==> src/rtl/bsp_pkg.sv <==
// Constants and carrier types of the brushless speed and PWM control block
package bsp_pkg;

  // ==========================================================================
  // Clock and speed reference
  localparam int unsigned CLK_HZ = 25_000_000;
  localparam int unsigned REF_DIV = 8192;
  localparam int unsigned REF_W = 13;
  localparam int unsigned DISC_PERIODS = 2;
  localparam int unsigned DISC_TARGET = REF_DIV * DISC_PERIODS;
  localparam int unsigned PER_W = 16;
  // Lock band is 6.25 percent, one sixteenth of the target
  localparam int unsigned LOCK_BAND_DIV = 16;
  localparam int unsigned LOCK_BAND = DISC_TARGET / LOCK_BAND_DIV;

  // ==========================================================================
  // Loop gains, as right shifts of the deviations
  localparam int unsigned SPEED_SHIFT = 4;
  localparam int unsigned PHASE_SHIFT = 6;

  // ==========================================================================
  // PWM carrier
  localparam int unsigned PWM_FREQ_HZ = 20_000;
  localparam int unsigned PWM_CYCLES = CLK_HZ / PWM_FREQ_HZ;
  localparam int unsigned DUTY_W = 11;

  // ==========================================================================
  // Restraint interval
  localparam int unsigned RESTRAINT_MS = 3300;
  localparam int unsigned RESTRAINT_CYCLES = RESTRAINT_MS * (CLK_HZ / 1000);

  // ==========================================================================
  // Reset values
  localparam logic [DUTY_W-1:0] DUTY_RESET = 11'h000;
  localparam logic LOCK_N_RESET = 1'b1;

  // ==========================================================================
  // Carriers
  typedef struct packed {
    logic [2:0] hall;
    logic tacho_pulse;
    logic dir_sel;
    logic run;
    logic cur_limit;
    logic restraint_en;
  } bsp_sense_t;

  typedef struct packed {
    logic [2:0] upper;
    logic [2:0] lower;
  } bsp_drive_t;

endpackage : bsp_pkg

==> src/rtl/bsp_top.sv <==
// Speed regulation, commutation and PWM drive of a three-phase motor
// ============================================================================
module bsp_top #(
  parameter int unsigned PWM_PERIOD = bsp_pkg::PWM_CYCLES,
  parameter int unsigned RESTRAINT_CYC = bsp_pkg::RESTRAINT_CYCLES
) (
  input wire logic ref_clk,
  input wire logic reset_n,
  input wire bsp_pkg::bsp_sense_t sense,
  output bsp_pkg::bsp_drive_t drive,
  output logic lock_detect_out,
  output logic power_save,
  output logic regulator_output,
  output logic restraint_latched
);
  import bsp_pkg::*;

  // ==========================================================================
  // Parameter checks
  if (PWM_PERIOD < 2 || PWM_PERIOD >= (1 << DUTY_W)) begin : g_bad_pwm
    $error("PWM_PERIOD out of range");
  end
  if (RESTRAINT_CYC < 1) begin : g_bad_restraint
    $error("RESTRAINT_CYC must be at least one");
  end

  localparam logic [DUTY_W-1:0] PWM_MAX = DUTY_W'(PWM_PERIOD);
  localparam logic [DUTY_W-1:0] PWM_LAST = DUTY_W'(PWM_PERIOD - 1);
  localparam logic [31:0] RESTRAINT_LAST = 32'(RESTRAINT_CYC - 1);
  localparam int unsigned SW = $bits(bsp_sense_t);

  // ==========================================================================
  // Reset release
  logic [1:0] rst_q;
  logic rst_n;

  always_ff @(posedge ref_clk or negedge reset_n) begin
    if (!reset_n) begin
      rst_q <= 2'h0;
    end else begin
      rst_q <= {rst_q[0], 1'b1};
    end
  end
  assign rst_n = rst_q[1];

  // ==========================================================================
  // Input synchronisers, change taken once stages two and three agree
  logic [SW-1:0] s1_q, s2_q, s3_q, in_q;
  bsp_sense_t sn;

  for (genvar i = 0; i < SW; i++) begin : g_sync
    always_ff @(posedge ref_clk or negedge rst_n) begin
      if (!rst_n) begin
        s1_q[i] <= 1'b0;
        s2_q[i] <= 1'b0;
        s3_q[i] <= 1'b0;
        in_q[i] <= 1'b0;
      end else begin
        s1_q[i] <= sense[i];
        s2_q[i] <= s1_q[i];
        s3_q[i] <= s2_q[i];
        if (s2_q[i] == s3_q[i]) begin
          in_q[i] <= s3_q[i];
        end
      end
    end
  end
  assign sn = bsp_sense_t'(in_q);

  // ==========================================================================
  // Tacho edge and reference divider
  logic tacho_d_q;
  logic tacho_edge;
  logic [REF_W-1:0] ref_cnt_q;

  always_ff @(posedge ref_clk or negedge rst_n) begin
    if (!rst_n) begin
      tacho_d_q <= 1'b0;
    end else begin
      tacho_d_q <= sn.tacho_pulse;
    end
  end
  assign tacho_edge = sn.tacho_pulse & ~tacho_d_q;

  // Free-running wrap at 8192 sets the target tacho rate
  always_ff @(posedge ref_clk or negedge rst_n) begin
    if (!rst_n) begin
      ref_cnt_q <= '0;
    end else if (!sn.run) begin
      ref_cnt_q <= '0;
    end else begin
      ref_cnt_q <= ref_cnt_q + 1'b1;
    end
  end

  // ==========================================================================
  // Speed discriminator over two tacho periods
  logic [PER_W-1:0] per_cnt_q;
  logic half_q;
  logic spd_valid;
  logic stall;
  logic signed [19:0] spd_err;
  logic signed [19:0] ph_err;
  logic in_band;

  assign stall = (per_cnt_q == '1);
  assign spd_valid = tacho_edge & half_q;
  assign spd_err = 20'(signed'({4'h0, per_cnt_q}))
                   - 20'(signed'({1'b0, DISC_TARGET[18:0]}));
  assign in_band = (spd_err <= 20'(signed'({1'b0, LOCK_BAND[18:0]})))
                   && (spd_err >= -20'(signed'({1'b0, LOCK_BAND[18:0]})));
  // Late edge relative to the divider wrap reads positive: motor too slow
  assign ph_err = 20'(signed'(ref_cnt_q));

  always_ff @(posedge ref_clk or negedge rst_n) begin
    if (!rst_n) begin
      per_cnt_q <= '0;
      half_q <= 1'b0;
    end else if (!sn.run) begin
      per_cnt_q <= '0;
      half_q <= 1'b0;
    end else if (tacho_edge) begin
      half_q <= ~half_q;
      if (half_q) begin
        per_cnt_q <= PER_W'(1);
      end else if (!stall) begin
        per_cnt_q <= per_cnt_q + 1'b1;
      end
    end else if (!stall) begin
      per_cnt_q <= per_cnt_q + 1'b1;
    end
  end

  // ==========================================================================
  // Duty command
  logic [DUTY_W-1:0] duty_q;
  logic signed [19:0] duty_step;

  function automatic logic [DUTY_W-1:0] clamp_duty(
    input logic signed [19:0] v
  );
    if (v < 0) begin
      return '0;
    end else if (v > 20'(signed'({9'h000, PWM_MAX}))) begin
      return PWM_MAX;
    end else begin
      return v[DUTY_W-1:0];
    end
  endfunction : clamp_duty

  // Outside the band the speed term leads, inside only the phase term trims
  always_comb begin
    if (spd_valid && !in_band) begin
      duty_step = spd_err >>> SPEED_SHIFT;
    end else begin
      duty_step = ph_err >>> PHASE_SHIFT;
    end
  end

  always_ff @(posedge ref_clk or negedge rst_n) begin
    if (!rst_n) begin
      duty_q <= DUTY_RESET;
    end else if (!sn.run) begin
      duty_q <= '0;
    end else if (stall) begin
      // Stalled or starting: no result will come, so drive full
      duty_q <= PWM_MAX;
    end else if (tacho_edge) begin
      duty_q <= clamp_duty(20'(signed'({9'h000, duty_q})) + duty_step);
    end
  end

  // ==========================================================================
  // Lock detect, low while locked
  always_ff @(posedge ref_clk or negedge rst_n) begin
    if (!rst_n) begin
      lock_detect_out <= LOCK_N_RESET;
    end else if (!sn.run || stall) begin
      lock_detect_out <= 1'b1;
    end else if (spd_valid) begin
      lock_detect_out <= ~in_band;
    end
  end

  // ==========================================================================
  // Restraint protection
  logic [31:0] rst_cnt_q;

  always_ff @(posedge ref_clk or negedge rst_n) begin
    if (!rst_n) begin
      rst_cnt_q <= '0;
      restraint_latched <= 1'b0;
    end else if (!sn.run) begin
      rst_cnt_q <= '0;
      restraint_latched <= 1'b0;
    end else if (!lock_detect_out || !sn.restraint_en) begin
      rst_cnt_q <= '0;
    end else if (rst_cnt_q == RESTRAINT_LAST) begin
      restraint_latched <= 1'b1;
    end else begin
      rst_cnt_q <= rst_cnt_q + 1'b1;
    end
  end

  // ==========================================================================
  // PWM carrier and peak current chop
  logic [DUTY_W-1:0] pwm_cnt_q;
  logic chop_q;
  logic pwm_on;

  always_ff @(posedge ref_clk or negedge rst_n) begin
    if (!rst_n) begin
      pwm_cnt_q <= '0;
    end else if (!sn.run || pwm_cnt_q == PWM_LAST) begin
      pwm_cnt_q <= '0;
    end else begin
      pwm_cnt_q <= pwm_cnt_q + 1'b1;
    end
  end

  // Trip holds off until the next period, a cycle-by-cycle peak limit
  always_ff @(posedge ref_clk or negedge rst_n) begin
    if (!rst_n) begin
      chop_q <= 1'b0;
    end else if (sn.cur_limit) begin
      chop_q <= 1'b1;
    end else if (pwm_cnt_q == PWM_LAST) begin
      chop_q <= 1'b0;
    end
  end

  assign pwm_on = (pwm_cnt_q < duty_q) && !chop_q && !sn.cur_limit
                  && !restraint_latched && sn.run;

  // ==========================================================================
  // Commutation
  logic [2:0] hi_ph, lo_ph;

  always_comb begin
    case (sn.hall)
      3'h5: begin hi_ph = 3'h1; lo_ph = 3'h2; end
      3'h4: begin hi_ph = 3'h1; lo_ph = 3'h4; end
      3'h6: begin hi_ph = 3'h2; lo_ph = 3'h4; end
      3'h2: begin hi_ph = 3'h2; lo_ph = 3'h1; end
      3'h3: begin hi_ph = 3'h4; lo_ph = 3'h1; end
      3'h1: begin hi_ph = 3'h4; lo_ph = 3'h2; end
      default: begin hi_ph = 3'h0; lo_ph = 3'h0; end
    endcase
  end

  // Reverse swaps the pair, walking the steps backwards
  always_ff @(posedge ref_clk or negedge rst_n) begin
    if (!rst_n) begin
      drive <= '0;
    end else if (!sn.run) begin
      drive <= '0;
    end else if (sn.dir_sel) begin
      drive.upper <= lo_ph;
      drive.lower <= hi_ph & {3{pwm_on}};
    end else begin
      drive.upper <= hi_ph;
      drive.lower <= lo_ph & {3{pwm_on}};
    end
  end

  // ==========================================================================
  // Power save, regulator stays up
  always_ff @(posedge ref_clk or negedge rst_n) begin
    if (!rst_n) begin
      power_save <= 1'b1;
      regulator_output <= 1'b0;
    end else begin
      power_save <= ~sn.run;
      regulator_output <= 1'b1;
    end
  end

endmodule : bsp_top

==> config.mk <==
export PLATFORM = sky130hd
export DESIGN_NAME = bsp_top
export DESIGN_NICKNAME = d
export VERILOG_FILES = /design/src/rtl/bsp_pkg.sv /design/src/rtl/bsp_top.sv
export SDC_FILE = /design/constraint.sdc
export NUM_CORES = 1
export LEC_CHECK = 0
export BUFFER_PORTS_ARGS = -buffer_cell sky130_fd_sc_hd__buf_2
export CAP_MARGIN = 20
export CORE_UTILIZATION = 50
export DETAILED_ROUTE_END_ITERATION = 16
export GPL_ROUTABILITY_DRIVEN = 0
export PLACE_DENSITY = 0.8
export SLEW_MARGIN = 15
export SYNTH_ARGS = -nofsm -noshare
export SYNTH_HDL_FRONTEND = slang
export SYNTH_SLANG_ARGS = --single-unit
==> constraint.sdc <==
create_clock -name ref_clk -period 4.2 [get_ports ref_clk]
set_input_delay 0.21 -clock ref_clk [delete_from_list [all_inputs] [get_ports ref_clk]]
set_output_delay 0.21 -clock ref_clk [all_outputs]
set_load 0.03 [all_outputs]
==> out/qor.yml <==
status: "complete, no violations"
cts_buffer_depth: 2
grt_pass1_wl_um: 26000
synth_top_area_share_pct: 46.4
hpwl_um: 10700
die_y_um: 119
clock-sinks: 130
drt_iter0_markers: 391
grt_pass1_vias: 5494
place.port_buffers: 19
ant_nets: 0
via_count: 5470
yosysSeqAreaShare_pct: 47.2
grtUsageTotal_pct: 23.0
synth-edff-count: 0
r2r_end: "duty_q[10]"
num_rows: 42
setup_tns_ns: 0
period_share_pct: 96.5
final-hold-violation-count: 0
area_delta_synth_final_pct: 17.0
final_common_cell: "dfrtp_1"
diodes: 0
synth.distinct_cells: 73
crit_path_end_kind: "flop"
max_freq_mhz: 247
cts_tree: "yes"
dr.pass1.iters: 5
worstPathRequired_ns: 4.50
antenna_found_initial: 0
p_per_area_nw_per_um2: 374
fin_cells: 933
clock_latency_ns: 0.42
place_ws_ns: -0.0942
path_max_fanout: 10
io_pins: 20
final_cell_mix: "dfrtp_1 (126), nor2_1 (86), nand2_1 (68), xnor2_1 (33)"
die_x_um: 119
routed_via_density: 5.86
hold_path.class: "input pin to asynchronous set/reset pin"
seq_area_um2: 3260
rr_startpoint: "per_cnt_q[15]"
grt_max_degree: 65
path_clk_slew_ns: 0.06
cts_inserted_buffers: 17
gr-total-overflow: 0
path_class: "flop to flop"
fin_skew_ns: 0.00939
worst_pin_slew_ns: 0.806
ys_ff_latch: 130
final_nets: 788
p_leak_uw: 0.00348
ir_worst_vdd_uv: 367
synth_area_leaders: "dfrtp_1 (46%), ha_1 (5.8%), nor2_1 (4.7%)"
multi_input_area_um2: 3530
slew_headroom_pct: 46.2
dp.cells: 889
worstPathArrival_ns: 4.36
critPathLaunchType: "flop"
cts-root-buf: "clkbuf_16"
drcViolationCount: 0
worst_slack_ns: 0.145
htree_levels: 4
avgSynthCellArea_um2: 9.93
synth_area_um2: 6900
reg2reg_depth: 18
post-route-min-period_ns: 4.05
setup_viol: 0
synth_ff_type: "dfrtp_1"
netlist_instances: 695
wl_per_cell_um: 16.6
nFillCells: 1048
die_area_um2: 14300
core-area_um2: 13300
initial_utilization_pct: 51.7
ys_warn_count: 0
maxCapViolCount: 0
synth_area_leader_cell: "dfrtp_1"
drive_gt1_share_pct: 15.1
slew_viol_final: 0
r2r_slack_ns: 0.15
wl_um: 15500
postLayoutCoreUtil_pct: 60.5
synth-async-reset-ratio_pct: 100
==> sequential cells by signal, indices dropped and copies added, names as in the netlist <==
register and cells:
rst_cnt_q 32, per_cnt_q 16, ref_cnt_q 13, duty_q 11
pwm_cnt_q 11, in_q 8, s1_q 8, s2_q 8
s3_q 8, drive 6, rst_q 2, chop_q 1
half_q 1, lock_detect_out 1, power_save 1, regulator_output 1
restraint_latched 1, tacho_d_q 1
==> layout make-up <==
cell class	instances	share of cell area, %
Sequential cell	130	40.4
Tap cell	176	2.73
Timing Repair Buffer	52	4.52
Multi-Input combinational cell	513	43.7
Clock buffer	17	5.27
Clock inverter	14	1.92
Inverter	31	1.44
==> worst max path at each step <==
stage / from / to / slack (ns) / cells past startpoint
floorplan: rst_q[1] / per_cnt_q[14] / 0.003 / 0
global placement: per_cnt_q[15] / duty_q[10] / 0.1 / 17
detailed placement: per_cnt_q[15] / duty_q[1] / -0.09 / 17
CTS: per_cnt_q[15] / duty_q[5] / 0.04 / 16
global route: per_cnt_q[15] / duty_q[1] / -0.09 / 18
finish: per_cnt_q[15] / duty_q[10] / 0.15 / 18
==> power breakdown <==
group	total, uW	switching [uW]	internal, uW
combinational	213	128	85.6
sequential	1360	56.7	1300
clock	1450	576	877
total	3020	761	2260
==> worst max-delay path, stage by stage, from the launching register on <==
cell,delay (ns)
dfrtp_1,0.37
inv_2,0.08
ha_4,0.27
nand3b_1,0.10
o211a_1,0.25
a22oi_2,0.19
nand2_1,0.09
buf_4,0.18
nand2_1,0.08
nand2_1,0.12
ha_1,0.35
a32oi_1,0.32
a211oi_4,0.14
o21ai_1,0.32
a21oi_1,0.17
a311oi_4,0.28
buf_4,0.20
o21ai_2,0.07
a221o_1,0.35
==> metrics by stage <==
step | hold slack (ns) | instance area, um^2 | total power, uW
2_1_floorplan | -0.0856 | 6920 | 1510
3_3_place_gp | -0.00516 | 7280 | 1560
3_5_place_dp | -0.00185 | 7280 | 1580
4_1_cts | 0.0830 | 7980 | 3030
5_1_grt | 0.104 | 8080 | 3110
6_report | 0.107 | 8080 | 3020
==> cell families after synthesis <==
group           after synthesis  synth area share (%)
other cells                   1                0.0543
simple gates                291                  21.3
fa+ha+maj                    41                  7.25
buf+inv                      53                  3.23
xor+xnor                     62                  7.87
mux                           1                 0.145
flops                       130                  47.2
compound gates              116                  13.0
==> synth_stat cells (5+ instances only) <==
master    count
nor4_1       11
a221o_1       5
dfrtp_1     128
and3_1       15
xor2_1       29
or3_1        10
a211oi_1      6
nand4_1      15
nand2_1      68
o21ai_0      11
a21o_1       15
nand3_1      29
nor3_1       16
xnor2_1      33
o32ai_1       6
nor2_1       86
ha_1         32
a21oi_1      27
nor3b_1       6
o211ai_1      6
maj3_1        8
inv_1        31
clkbuf_1     15
==> what timing repair did <==
action                                  CTS  global route
gates cloned                              0             0
hold buffers                              9             0
endpoints found under the setup margin   11            11
endpoints found under the hold margin    10             0
gates resized for setup                   2            17
pin swaps                                 1            10
buffers inserted                          1             3
==> per-layer routing <==
| metal | track usage [%] | vias up | share of wire (%) |
|---|---|---|---|
| met5 | 0 | - | 0 |
| met2 | 39.2 | 161 | 51 |
| met4 | 10.6 | 0 | 2.6 |
| met1 | 28.0 | 2706 | 42 |
| met3 | 4.41 | 39 | 4.4 |
| li1 | - | 2564 | - |
No activity file was read; power rests on OpenSTA's default activity.
